==> src/sfc_pkg.sv <==
// constants shared by the frame and select control block
`default_nettype none

package sfc_pkg;

    // ------------------------------------------------------------
    // bus geometry
    // ------------------------------------------------------------
    localparam int ADDR_W = 26;                 // byte address width
    localparam int DATA_W = 32;                 // bus data width
    localparam int REG_W  = 8;                  // register width

    // ------------------------------------------------------------
    // register indices; byte address is four times the index
    // ------------------------------------------------------------
    localparam logic [ADDR_W-1:0] IDX_FRAME_CMD  = 26'h0FF_E261;
    localparam logic [ADDR_W-1:0] IDX_SERIAL_CTL = 26'h0FF_E262;
    localparam logic [ADDR_W-1:0] IDX_SEL_SETUP  = 26'h0FF_E263;
    localparam logic [ADDR_W-1:0] IDX_SEL_STATUS = 26'h0FF_E264;
    localparam logic [ADDR_W-1:0] ADDR_FRAME_CMD  = IDX_FRAME_CMD << 2;
    localparam logic [ADDR_W-1:0] ADDR_SERIAL_CTL = IDX_SERIAL_CTL << 2;
    localparam logic [ADDR_W-1:0] ADDR_SEL_SETUP  = IDX_SEL_SETUP << 2;
    localparam logic [ADDR_W-1:0] ADDR_SEL_STATUS = IDX_SEL_STATUS << 2;

    // ------------------------------------------------------------
    // reset values
    // ------------------------------------------------------------
    localparam logic [REG_W-1:0] RST_FRAME_CMD  = 8'h00;
    localparam logic [REG_W-1:0] RST_SERIAL_CTL = 8'h00;
    localparam logic [REG_W-1:0] RST_SEL_SETUP  = 8'h00;

    // ------------------------------------------------------------
    // field positions
    // ------------------------------------------------------------
    localparam int FC_SEL_VALUE   = 0;          // select_value_bit
    localparam int FC_FRAME_END   = 1;          // frame_end_flag
    localparam int FC_RSVD_LO     = 2;          // reserved 7:2
    localparam int CTL_PORT_EN_LO = 0;          // port_enable_low
    localparam int CTL_MASTER     = 1;          // master_role_enable
    localparam int CTL_WIRED_OR   = 2;
    localparam int CTL_CLK_POL    = 3;          // clock_polarity_bit
    localparam int CTL_PHASE      = 4;
    localparam int CTL_BAUD_TIMER = 5;          // baud_timer_control
    localparam int CTL_PORT_EN_HI = 6;          // port_enable_high
    localparam int CTL_DATA_IRQ   = 7;          // data_interrupt_enable
    localparam int SU_PIN_DIR     = 0;          // select_pin_direction
    localparam int ST_PIN_LEVEL   = 0;          // status: pin level
    localparam int ST_DRIVING     = 1;          // status: pin driven
    localparam int ST_CHAR_BUSY   = 2;          // status: char shifting

    // ------------------------------------------------------------
    // character timing and bus answers
    // ------------------------------------------------------------
    localparam logic [3:0] CHAR_LAST_EDGE = 4'h7; // eighth edge ends char
    localparam logic [3:0] EDGE_CNT_ZERO  = 4'h0;
    localparam logic [1:0] RESP_OKAY      = 2'h0;
    localparam logic [1:0] RESP_SLVERR    = 2'h2;
    localparam logic [DATA_W-1:0] DATA_ZERO = 32'h0000_0000;

endpackage

`default_nettype wire

==> src/sfc_sync2.sv <==
// two-flop synchroniser for a level from outside the clock domain
`default_nettype none

module sfc_sync2
(
    input  wire logic sys_clk,
    input  wire logic rst,
    input  wire logic asyncIn,
    output var  logic syncOut
);

    // ------------------------------------------------------------
    // stages; the first is read by the second only
    // ------------------------------------------------------------
    logic stage1_reg;                           // metastable catch
    logic stage2_reg;                           // settled copy

    // both stages clear on reset
    always_ff @(posedge sys_clk)
    begin
        if (rst)
        begin
            stage1_reg <= 1'b0;
            stage2_reg <= 1'b0;
        end
        else
        begin
            stage1_reg <= asyncIn;
            stage2_reg <= stage1_reg;
        end
    end

    assign syncOut = stage2_reg;

    // ------------------------------------------------------------
    // check: output follows input after two edges
    // ------------------------------------------------------------
    property p_sync_delay;
        @(posedge sys_clk) disable iff (rst)
        $rose(syncOut) |-> $past(asyncIn, 2);
    endproperty
    a_sync_delay: assert property (p_sync_delay)
        else $error("synchroniser output rose without input");

endmodule

`default_nettype wire

==> src/sfc_top.sv <==
// frame end and select pin control with its register slave
//
// The implementer's own choice: the AXI4-Lite slave port.
`default_nettype none

module sfc_top
(
    input  wire logic                       sys_clk,
    input  wire logic                       rst,
    // axi4-lite slave
    input  wire logic [sfc_pkg::ADDR_W-1:0] s_axi_awaddr,
    input  wire logic                       s_axi_awvalid,
    output var  logic                       s_axi_awready,
    input  wire logic [sfc_pkg::DATA_W-1:0] s_axi_wdata,
    input  wire logic [3:0]                 s_axi_wstrb,
    input  wire logic                       s_axi_wvalid,
    output var  logic                       s_axi_wready,
    output var  logic [1:0]                 s_axi_bresp,
    output var  logic                       s_axi_bvalid,
    input  wire logic                       s_axi_bready,
    input  wire logic [sfc_pkg::ADDR_W-1:0] s_axi_araddr,
    input  wire logic                       s_axi_arvalid,
    output var  logic                       s_axi_arready,
    output var  logic [sfc_pkg::DATA_W-1:0] s_axi_rdata,
    output var  logic [1:0]                 s_axi_rresp,
    output var  logic                       s_axi_rvalid,
    input  wire logic                       s_axi_rready,
    // dma transmit side, same clock
    input  wire logic                       dmaFirstByte,
    input  wire logic                       dmaSelValue,
    input  wire logic                       dmaFrameEnd,
    output var  logic                       txFrameDoneToDma,
    // shift engine start strobe, same clock
    input  wire logic                       charStart,
    // serial link
    input  wire logic                       linkSck,
    output var  logic                       selPinOut,
    output var  logic                       selPinOe_n
);
    import sfc_pkg::*;

    // ------------------------------------------------------------
    // state
    // ------------------------------------------------------------
    logic              selValue_reg;            // select_value_bit
    logic              selValue_next;
    logic              frameEnd_reg;            // frame_end_flag
    logic              frameEnd_next;
    logic [REG_W-1:0]  serialCtl_reg;           // serial_control
    logic              pinDir_reg;              // select_pin_direction
    logic              charBusy_reg;            // character shifting
    logic [3:0]        edgeCnt_reg;             // link edges counted
    logic              sckPrev_reg;             // last synced sck
    logic              awReady_reg;             // write addr slot free
    logic              wReady_reg;              // write data slot free
    logic [ADDR_W-1:0] awAddr_reg;              // held write address
    logic [REG_W-1:0]  wData_reg;               // held write byte
    logic              wLane0_reg;              // low lane strobe
    logic              bValid_reg;
    logic [1:0]        bResp_reg;
    logic              arReady_reg;
    logic              rValid_reg;
    logic [DATA_W-1:0] rData_reg;
    logic [1:0]        rResp_reg;
    logic              pinOut_reg;
    logic              pinOe_n_reg;
    logic              frameDone_reg;

    // ------------------------------------------------------------
    // link clock sampling and edge finding
    // ------------------------------------------------------------
    logic sckSync;                              // settled link clock

    sfc_sync2 u_sck_sync
    (
        .sys_clk (sys_clk),
        .rst     (rst),
        .asyncIn (linkSck),
        .syncOut (sckSync)
    );

    // trailing edge depends on polarity: idle low ends on a fall
    wire clock_polarity_bit    = serialCtl_reg[CTL_CLK_POL];
    wire sckEdge   = clock_polarity_bit ? (sckSync & ~sckPrev_reg)
                            : (~sckSync & sckPrev_reg);
    wire charDone  = charBusy_reg & sckEdge
                   & (edgeCnt_reg == CHAR_LAST_EDGE);
    wire frameOver = charDone & frameEnd_reg;

    // ------------------------------------------------------------
    // register decode
    // ------------------------------------------------------------
    wire writeGo    = ~awReady_reg & ~wReady_reg & ~bValid_reg;
    wire wrFrameCmd = writeGo & wLane0_reg
                    & (awAddr_reg == ADDR_FRAME_CMD);
    wire wrCtl      = writeGo & wLane0_reg
                    & (awAddr_reg == ADDR_SERIAL_CTL);
    wire wrSetup    = writeGo & wLane0_reg
                    & (awAddr_reg == ADDR_SEL_SETUP);
    wire wrMapped   = (awAddr_reg == ADDR_FRAME_CMD)
                    | (awAddr_reg == ADDR_SERIAL_CTL)
                    | (awAddr_reg == ADDR_SEL_SETUP)
                    | (awAddr_reg == ADDR_SEL_STATUS);
    wire arTake     = s_axi_arvalid & arReady_reg;
    wire masterOn   = serialCtl_reg[CTL_MASTER];
    wire driveSel   = masterOn & pinDir_reg;

    // upper command bits are reserved and read zero
    wire [REG_W-1:0] frameCmdView = {{(REG_W-FC_RSVD_LO){1'b0}},
                                     frameEnd_reg, selValue_reg};
    wire [REG_W-1:0] statusView   = {5'h00, charBusy_reg, driveSel,
                                     pinOut_reg};
    wire [REG_W-1:0] readByte =
        (s_axi_araddr == ADDR_FRAME_CMD)  ? frameCmdView  :
        (s_axi_araddr == ADDR_SERIAL_CTL) ? serialCtl_reg :
        (s_axi_araddr == ADDR_SEL_SETUP)  ? {7'h00, pinDir_reg} :
        (s_axi_araddr == ADDR_SEL_STATUS) ? statusView : 8'h00;
    wire rdMapped = (s_axi_araddr == ADDR_FRAME_CMD)
                  | (s_axi_araddr == ADDR_SERIAL_CTL)
                  | (s_axi_araddr == ADDR_SEL_SETUP)
                  | (s_axi_araddr == ADDR_SEL_STATUS);

    // ------------------------------------------------------------
    // frame flag and select value: later sources win
    // ------------------------------------------------------------
    // order: frame end clear, bus write, then dma set, so a
    // hardware set is never lost to a clear in the same cycle
    always_comb
    begin
        selValue_next = selValue_reg;
        frameEnd_next = frameEnd_reg;
        if (frameOver)
        begin
            selValue_next = ~selValue_reg;
            frameEnd_next = 1'b0;
        end
        if (wrFrameCmd)
        begin
            selValue_next = wData_reg[FC_SEL_VALUE];
            frameEnd_next = wData_reg[FC_FRAME_END];
        end
        if (dmaFirstByte)
        begin
            selValue_next = dmaSelValue;
        end
        if (dmaFrameEnd)
        begin
            frameEnd_next = 1'b1;
        end
    end

    // flag and value storage
    always_ff @(posedge sys_clk)
    begin
        if (rst)
        begin
            selValue_reg <= RST_FRAME_CMD[FC_SEL_VALUE];
            frameEnd_reg <= RST_FRAME_CMD[FC_FRAME_END];
        end
        else
        begin
            selValue_reg <= selValue_next;
            frameEnd_reg <= frameEnd_next;
        end
    end

    // ------------------------------------------------------------
    // control and setup registers
    // ------------------------------------------------------------
    always_ff @(posedge sys_clk)
    begin
        if (rst)
        begin
            serialCtl_reg <= RST_SERIAL_CTL;
            pinDir_reg    <= RST_SEL_SETUP[SU_PIN_DIR];
        end
        else
        begin
            if (wrCtl)
                serialCtl_reg <= wData_reg;
            if (wrSetup)
                pinDir_reg <= wData_reg[SU_PIN_DIR];
        end
    end

    // ------------------------------------------------------------
    // character tracker on link clock edges
    // ------------------------------------------------------------
    // limitation: a start strobe during a character restarts count
    always_ff @(posedge sys_clk)
    begin
        if (rst)
        begin
            sckPrev_reg  <= 1'b0;
            charBusy_reg <= 1'b0;
            edgeCnt_reg  <= EDGE_CNT_ZERO;
        end
        else
        begin
            sckPrev_reg <= sckSync;
            if (charStart)
            begin
                charBusy_reg <= 1'b1;
                edgeCnt_reg  <= EDGE_CNT_ZERO;
            end
            else if (charDone)
                charBusy_reg <= 1'b0;
            else if (charBusy_reg && sckEdge)
                edgeCnt_reg <= edgeCnt_reg + 4'h1;
        end
    end

    // ------------------------------------------------------------
    // pin and dma outputs
    // ------------------------------------------------------------
    // pin copies the next value so it moves with the register
    always_ff @(posedge sys_clk)
    begin
        if (rst)
        begin
            pinOut_reg    <= 1'b1;
            pinOe_n_reg   <= 1'b1;
            frameDone_reg <= 1'b0;
        end
        else
        begin
            pinOut_reg    <= selValue_next;
            pinOe_n_reg   <= ~driveSel;
            frameDone_reg <= frameOver;
        end
    end

    assign selPinOut        = pinOut_reg;
    assign selPinOe_n       = pinOe_n_reg;
    assign txFrameDoneToDma = frameDone_reg;

    // ------------------------------------------------------------
    // axi4-lite write channel
    // ------------------------------------------------------------
    always_ff @(posedge sys_clk)
    begin
        if (rst)
        begin
            awReady_reg <= 1'b1;
            wReady_reg  <= 1'b1;
            awAddr_reg  <= '0;
            wData_reg   <= '0;
            wLane0_reg  <= 1'b0;
            bValid_reg  <= 1'b0;
            bResp_reg   <= RESP_OKAY;
        end
        else
        begin
            if (s_axi_awvalid && awReady_reg)
            begin
                awReady_reg <= 1'b0;
                awAddr_reg  <= s_axi_awaddr;
            end
            if (s_axi_wvalid && wReady_reg)
            begin
                wReady_reg <= 1'b0;
                wData_reg  <= s_axi_wdata[REG_W-1:0];
                wLane0_reg <= s_axi_wstrb[0];
            end
            if (writeGo)
            begin
                bValid_reg <= 1'b1;
                bResp_reg  <= wrMapped ? RESP_OKAY : RESP_SLVERR;
            end
            else if (bValid_reg && s_axi_bready)
            begin
                bValid_reg  <= 1'b0;
                awReady_reg <= 1'b1;
                wReady_reg  <= 1'b1;
            end
        end
    end

    // ------------------------------------------------------------
    // axi4-lite read channel
    // ------------------------------------------------------------
    always_ff @(posedge sys_clk)
    begin
        if (rst)
        begin
            arReady_reg <= 1'b1;
            rValid_reg  <= 1'b0;
            rData_reg   <= DATA_ZERO;
            rResp_reg   <= RESP_OKAY;
        end
        else if (arTake)
        begin
            arReady_reg <= 1'b0;
            rValid_reg  <= 1'b1;
            rData_reg   <= {24'h00_0000, readByte};
            rResp_reg   <= rdMapped ? RESP_OKAY : RESP_SLVERR;
        end
        else if (rValid_reg && s_axi_rready)
        begin
            rValid_reg  <= 1'b0;
            arReady_reg <= 1'b1;
        end
    end

    assign s_axi_awready = awReady_reg;
    assign s_axi_wready  = wReady_reg;
    assign s_axi_bvalid  = bValid_reg;
    assign s_axi_bresp   = bResp_reg;
    assign s_axi_arready = arReady_reg;
    assign s_axi_rvalid  = rValid_reg;
    assign s_axi_rdata   = rData_reg;
    assign s_axi_rresp   = rResp_reg;

    // ------------------------------------------------------------
    // assertions
    // ------------------------------------------------------------
    wire quiet = ~wrFrameCmd & ~dmaFirstByte & ~dmaFrameEnd;

    property p_frame_toggle;
        @(posedge sys_clk) disable iff (rst)
        frameOver && quiet |=> selValue_reg != $past(selValue_reg)
                               && !frameEnd_reg;
    endproperty
    a_frame_toggle: assert property (p_frame_toggle)
        else $error("select did not toggle at frame end");

    property p_hold_no_end;
        @(posedge sys_clk) disable iff (rst)
        charDone && !frameEnd_reg && quiet |=> $stable(selValue_reg);
    endproperty
    a_hold_no_end: assert property (p_hold_no_end)
        else $error("select changed without frame end");

    property p_pin_follows;
        @(posedge sys_clk) disable iff (rst)
        driveSel ##1 $stable(selValue_reg) |->
            selPinOut == selValue_reg && !selPinOe_n;
    endproperty
    a_pin_follows: assert property (p_pin_follows)
        else $error("select pin does not show select value");

    property p_pin_released;
        @(posedge sys_clk) disable iff (rst)
        !masterOn |=> selPinOe_n;
    endproperty
    a_pin_released: assert property (p_pin_released)
        else $error("select pin driven outside master mode");

    property p_rsvd_zero;
        @(posedge sys_clk) disable iff (rst)
        arTake && s_axi_araddr == ADDR_FRAME_CMD |=>
            s_axi_rvalid && s_axi_rdata[REG_W-1:FC_RSVD_LO] == 6'h00;
    endproperty
    a_rsvd_zero: assert property (p_rsvd_zero)
        else $error("reserved command bits read non zero");

    property p_dma_end;
        @(posedge sys_clk) disable iff (rst)
        dmaFrameEnd |=> frameEnd_reg;
    endproperty
    a_dma_end: assert property (p_dma_end)
        else $error("dma end strobe did not set frame flag");

    property p_dma_first;
        @(posedge sys_clk) disable iff (rst)
        dmaFirstByte |=> selValue_reg == $past(dmaSelValue);
    endproperty
    a_dma_first: assert property (p_dma_first)
        else $error("descriptor select value not loaded");

    property p_done_pulse;
        @(posedge sys_clk) disable iff (rst)
        frameOver |=> txFrameDoneToDma ##1 !txFrameDoneToDma;
    endproperty
    a_done_pulse: assert property (p_done_pulse)
        else $error("frame done pulse missing or too long");

    property p_bus_write;
        @(posedge sys_clk) disable iff (rst)
        wrFrameCmd && !dmaFirstByte && !dmaFrameEnd |=>
            frameEnd_reg == $past(wData_reg[FC_FRAME_END])
            && selValue_reg == $past(wData_reg[FC_SEL_VALUE]);
    endproperty
    a_bus_write: assert property (p_bus_write)
        else $error("bus write to command register lost");

    property p_ctl_reset;
        @(posedge sys_clk)
        rst |=> serialCtl_reg == RST_SERIAL_CTL && !frameEnd_reg;
    endproperty
    a_ctl_reset: assert property (p_ctl_reset)
        else $error("control register not cleared by reset");

    c_frame_end: cover property (@(posedge sys_clk) disable iff (rst)
        frameOver);
    c_char_plain: cover property (@(posedge sys_clk) disable iff (rst)
        charDone && !frameEnd_reg);
    c_write_resp: cover property (@(posedge sys_clk) disable iff (rst)
        s_axi_bvalid && s_axi_bready);
    c_dma_clash: cover property (@(posedge sys_clk) disable iff (rst)
        frameOver && dmaFrameEnd);

endmodule

`default_nettype wire

==> config.mk <==
export PLATFORM = sky130hd
export DESIGN_NAME = sfc_top
export DESIGN_NICKNAME = d
export VERILOG_FILES = /design/src/sfc_pkg.sv /design/src/sfc_sync2.sv /design/src/sfc_top.sv
export SDC_FILE = /design/constraint.sdc
export NUM_CORES = 1
export LEC_CHECK = 0
export BUFFER_PORTS_ARGS = -buffer_cell sky130_fd_sc_hd__buf_2
export CAP_MARGIN = 20
export CELL_PAD_IN_SITES_DETAIL_PLACEMENT = 1
export CELL_PAD_IN_SITES_GLOBAL_PLACEMENT = 2
export CORE_AREA = 2 2 115 117
export DETAILED_ROUTE_END_ITERATION = 8
export DIE_AREA = 0 0 117 119
export PLACE_DENSITY_LB_ADDON = 0.15
export SYNTH_ARGS = -nofsm -noshare
export SYNTH_HDL_FRONTEND = slang
export SYNTH_SLANG_ARGS = --single-unit
==> constraint.sdc <==
create_clock -name sys_clk -period 2.5 [get_ports sys_clk]
set_input_delay 0.25 -clock sys_clk [delete_from_list [all_inputs] [get_ports sys_clk]]
set_output_delay 0.25 -clock sys_clk [all_outputs]
set_load 0.03 [all_outputs]
# After elaboration in Yosys (flattened, before gate mapping)
# Index checks and enable logic that the tools add are counted.
[word_totals]
regBits = 74
inputBits = 100
output_inout_bits = 44
word_cells = 98
[classes]
add_sub_neg = 1
n_eq_ne = 9
muxes = 27
n_bitwise = 27
n_reduce_logical = 11
[ops]
columns = ["cell", "count"]
rows = [
  ["$eq A26 B26 Y1 const B", 8],
  ["$mux W1", 21],
  ["$mux W8", 2],
  ["$and A1 B1 Y1", 13],
  ["$not A1 Y1", 8],
  ["$mux W3", 2],
  ["$or A1 B1 Y1", 6],
  ["$reduce_bool A2 Y1", 3],
  ["$logic_and A1 B1 Y1", 5],
  ["$add A4 B1 Y4 const B", 1],
  ["$eq A4 B3 Y1 const B", 1],
  ["$mux W2", 2],
  ["$reduce_bool A3 Y1", 1],
  ["$reduce_and A2 Y1", 1],
  ["$reduce_or A2 Y1", 1],
]

# Longest topological paths before layout
[depth]
ltp_word = 9
ltp_mapped = 6
mapped_depth_nobuf = 5

# Hierarchy
# Synthesis repeated with hierarchy kept, for this count alone.
[unflattened]
hier_cells = 389
area_unflattened_um2 = 3254.4
[modules_own_cells]
columns = ["mod", "instances", "cells_per_inst", "area_each_um2", "seq_area_each_um2"]
rows = [
  ["sfc_top", 1, 385, 3201.8, 1401.3],
  ["sfc_sync2", 1, 4, 52.6, 40.0],
]

# Worst setup path after synthesis
# No wires, ideal clock.
[synth_path]
path_type = "reg-to-reg"
startpoint = "register bValid_reg (netlist: s_axi_bvalid)"
endpoint = "register serialCtl_reg[2]"
setup_time_ns = 0.132
arrival_ns = 1.746
required_time_ns = 2.368
setup_slack_ns = 0.621
stages_incl_launch_ff = 6
path_buffers = 1
period_less_slack_ns = 1.879
cell_sequence = "dfxtp_1 > or3_4 > or4_1 > buf_2 > o21ai_0 > a21oi_1"
[synth_between]
elab_chain_len = 4
[synth_rtl]
columns = ["element", "line", "source"]
rows = [
  ["from (decl)", "sfc_top.sv:59", "logic bValid_reg;"],
  ["from (signal assigned)", "sfc_top.sv:249", "bValid_reg <= 1'b0;"],
  ["from (signal assigned)", "sfc_top.sv:267", "bValid_reg <= 1'b1;"],
  ["from (signal assigned)", "sfc_top.sv:272", "bValid_reg <= 1'b0;"],
  ["$not A1 Y1", "sfc_top.sv:93", "wire writeGo = ~awReady_reg & ~wReady_reg & ~bValid_reg;"],
  ["$and A1 B1 Y1", "sfc_top.sv:93", ""],
  ["$and A1 B1 Y1", "sfc_top.sv:96", "wire wrCtl = writeGo & wLane0_reg"],
  ["$and A1 B1 Y1", "sfc_top.sv:97", "& (awAddr_reg == ADDR_SERIAL_CTL);"],
  ["to (signal assigned)", "sfc_top.sv:180", "serialCtl_reg <= wData_reg;"],
  ["to (decl)", "sfc_top.sv:49", "logic [REG_W-1:0] serialCtl_reg;"],
]
# Every way passes these cells.
# A chain may end at the register's enable or synchronous reset.

# Worst setup path in the final report
[layout_path]
startpoint = "register wReady_reg (netlist: s_axi_wready)"
endpoint = "register serialCtl_reg[5]"
[layout_between]
elab_chain_len = 5
[layout_rtl]
columns = ["element", "line", "source"]
rows = [
  ["from (decl)", "sfc_top.sv:55", "logic wReady_reg;"],
  ["from (signal assigned)", "sfc_top.sv:245", "wReady_reg <= 1'b1;"],
  ["from (signal assigned)", "sfc_top.sv:261", "wReady_reg <= 1'b0;"],
  ["from (signal assigned)", "sfc_top.sv:274", "wReady_reg <= 1'b1;"],
  ["$not A1 Y1", "sfc_top.sv:93", ""],
  ["$and A1 B1 Y1 (2 in series)", "sfc_top.sv:93", ""],
  ["$and A1 B1 Y1", "sfc_top.sv:96", ""],
  ["$and A1 B1 Y1", "sfc_top.sv:97", ""],
]
# Every way passes these cells.

==> impl_metrics.toml <==
[run_status]
status = "complete, no violations"

[cts]
numCtsBuffers = 9
clk_path_buf_depth = 2
cts_tree = "built"
cts_sinks = 72
postCtsSetupBuffers = 0
cts_resized = 0
clock_latency_ns = 0.34
cts_root_buf = "clkbuf_16"
hold_buffers = 0
path_clk_slew_ns = 0.06
htree_levels = 3

[job]
maxCapViolations = 0

[route]
avgRoutedWirePerCell_um = 13.20
vias = 2870
totalWireLength_um = 8541
ant_nets = 0
drt_pass1_iterations = 4
drtIter0Drc = 90
drc_errors = 0
routed_via_density = 4.436

[power_and_ir_drop]
ir_drop_v = 0.0002524
power_mw = 2.946
p_leak_nw = 1.681
powerDensity_nw_per_um2 = 719.1

[grt]
gr-total-overflow = 0
grt_pass1_vias = 2751
grt_start_max_net_pins = 39
grt_pass1_wl_um = 13610
antenna_found_initial = 0
groute.usage.overall_pct = 12.55

[synthesis]
ys_warn_count = 0
synth-edff-count = 0
syn_area_um2 = 3233
synth_top_flop_cell = "dfxtp_1"
synth-seq-cells = 72
ys_async_sr_fraction_pct = 0
netlist-cell-type-count = 51
ys_seq_area_share_pct = 44.58
avgSynthCellArea_um2 = 8.442
netlist_instances = 383

[die]
initial_utilization_pct = 25.11
io_pins = 144
die_h_um = 119
fp.dieW_um = 117
core_region_area_um2 = 12870
num_rows = 42
dieArea_um2 = 13920

[final_layout]
largest_reg_flops = 26
drive_gt1_share_pct = 25.05
seqCellArea_um2 = 1441
area_delta_synth_final_pct = 26.70
antenna_cells = 0
num-nets-final = 567
multi_input_area_um2 = 1598
fillers = 1546

[worst_setup_path]
cp_max_fo = 14
end_kind = "flop"
required_ns = 2.72
critPathLaunchType = "flop"
cp.arrival_ns = 2.25
crit_type = "reg -> reg"

[timing]
fin_skew_ns = 0.007702
finalSetupTns_ns = 0
relSlewSlack_pct = 40.98
finalSetupViolCount = 0
whs_ns = 0.1247
hold_viol = 0
max_freq_ghz = 0.4926
fin_crit_sh_pct = 81.21
rsz0062_at_grt = "false"
slew_viol_final = 0
finalCriticalPeriod_ns = 2.030
worstMarginPinSlew_ns = 0.8832

[placement]
routabilityCongestion = 0.7102
place.port_buffers = 90
hpwl_um = 6330

[worst_hold_path]
hold_path.class = "in -> reg"
## cell usage in the layout (no fill, tap or decap), types with 3 or more instances in the layout
cell       instances
buf_2             90
dfxtp_1           72
nand2_1           67
a21oi_1           55
conb_1            26
nand3_1           20
nor2_1            18
o21ai_0           15
nand3b_1           9
clkbuf_16          9
nand2b_1           6
nand4bb_1          5
nand4_1            5
a32oi_1            5
nor2b_1            4
nor4_4             3
nor4_1             3
xor2_1             3
nor4b_1            3
nor3_1             3
mux2i_1            3
inv_1              3
buf_4              3
## stage by stage
step	cells	area [um2]	setup WS, ns	utilization, %
floorplan	408	3327	0.6214	-
global placement	631	3764	0.5242	29.23
detailed placement	631	3764	0.4683	29.23
CTS	647	4096	0.4637	31.82
global route	647	4096	0.3423	31.82
finish	647	4096	0.4698	31.82
## Yosys cell counts, drive strengths merged (6+ instances only)
cell type / number / area [um2]
o21ai: 17 / 85.08
nand2b: 6 / 37.54
dfxtp: 72 / 1441
a21oi: 55 / 275.3
nor2: 18 / 67.56
nor4: 6 / 82.58
nand3b: 9 / 67.56
nand3: 20 / 100.1
buf: 30 / 212.7
clkbuf: 17 / 63.81
nand2: 68 / 257.8
## where the power goes
part           internal [mW]  switching [mW]  total, mW
Sequential              1.20          0.0352       1.23
Combinational          0.103           0.188      0.292
Clock                  0.930           0.493       1.42
## critical path, cell delays in order (launching register included)
cell     delay [ns]
dfxtp_1        0.44
or3_4          0.47
or4_1          0.69
o21ai_0        0.21
a21oi_1        0.09
## cell type report
cell class | instances | share of cell area (%)
Clock buffer | 12 | 6.261
Clock inverter | 4 | 1.863
Inverter | 3 | 0.2749
Multi-Input combinational cell | 286 | 39.00
Sequential cell | 72 | 35.19
Tap cell | 176 | 5.376
Timing Repair Buffer | 94 | 12.03
## path summary, 6_finish.rpt
check	startpoint	to	slack, ns	cells past startpoint
worst min-delay path	s_axi_awvalid	s_axi_awready	0.12	2
worst max-delay path	s_axi_wready	serialCtl_reg[5]	0.47	4
worst max register to register	s_axi_wready	serialCtl_reg[5]	0.47	4
worst min register to register	awAddr_reg[24]	awAddr_reg[24]	0.45	2
## metal layers
layer  part of all wire, %  track usage [%]  vias to the layer above
li1                      -                -                     1464
met1                    45            15.81                     1332
met2                    49            20.70                       64
met3                   4.2            3.053                       10
met4                   1.3            4.412                        0
met5                     0                0                        -
## logic make-up (layout without fill, tap and decap cells)
group	after synthesis	count (layout)	share of synthesized area [%]
other cells	1	26	0.1160
xor+xnor	4	4	1.084
fa+ha+maj	1	1	0.3869
flops	72	72	44.58
simple gates	161	161	27.71
buf+inv	50	113	8.901
mux	3	3	0.9288
compound gates	91	91	16.29
Power figures use the tool's default switching activity.
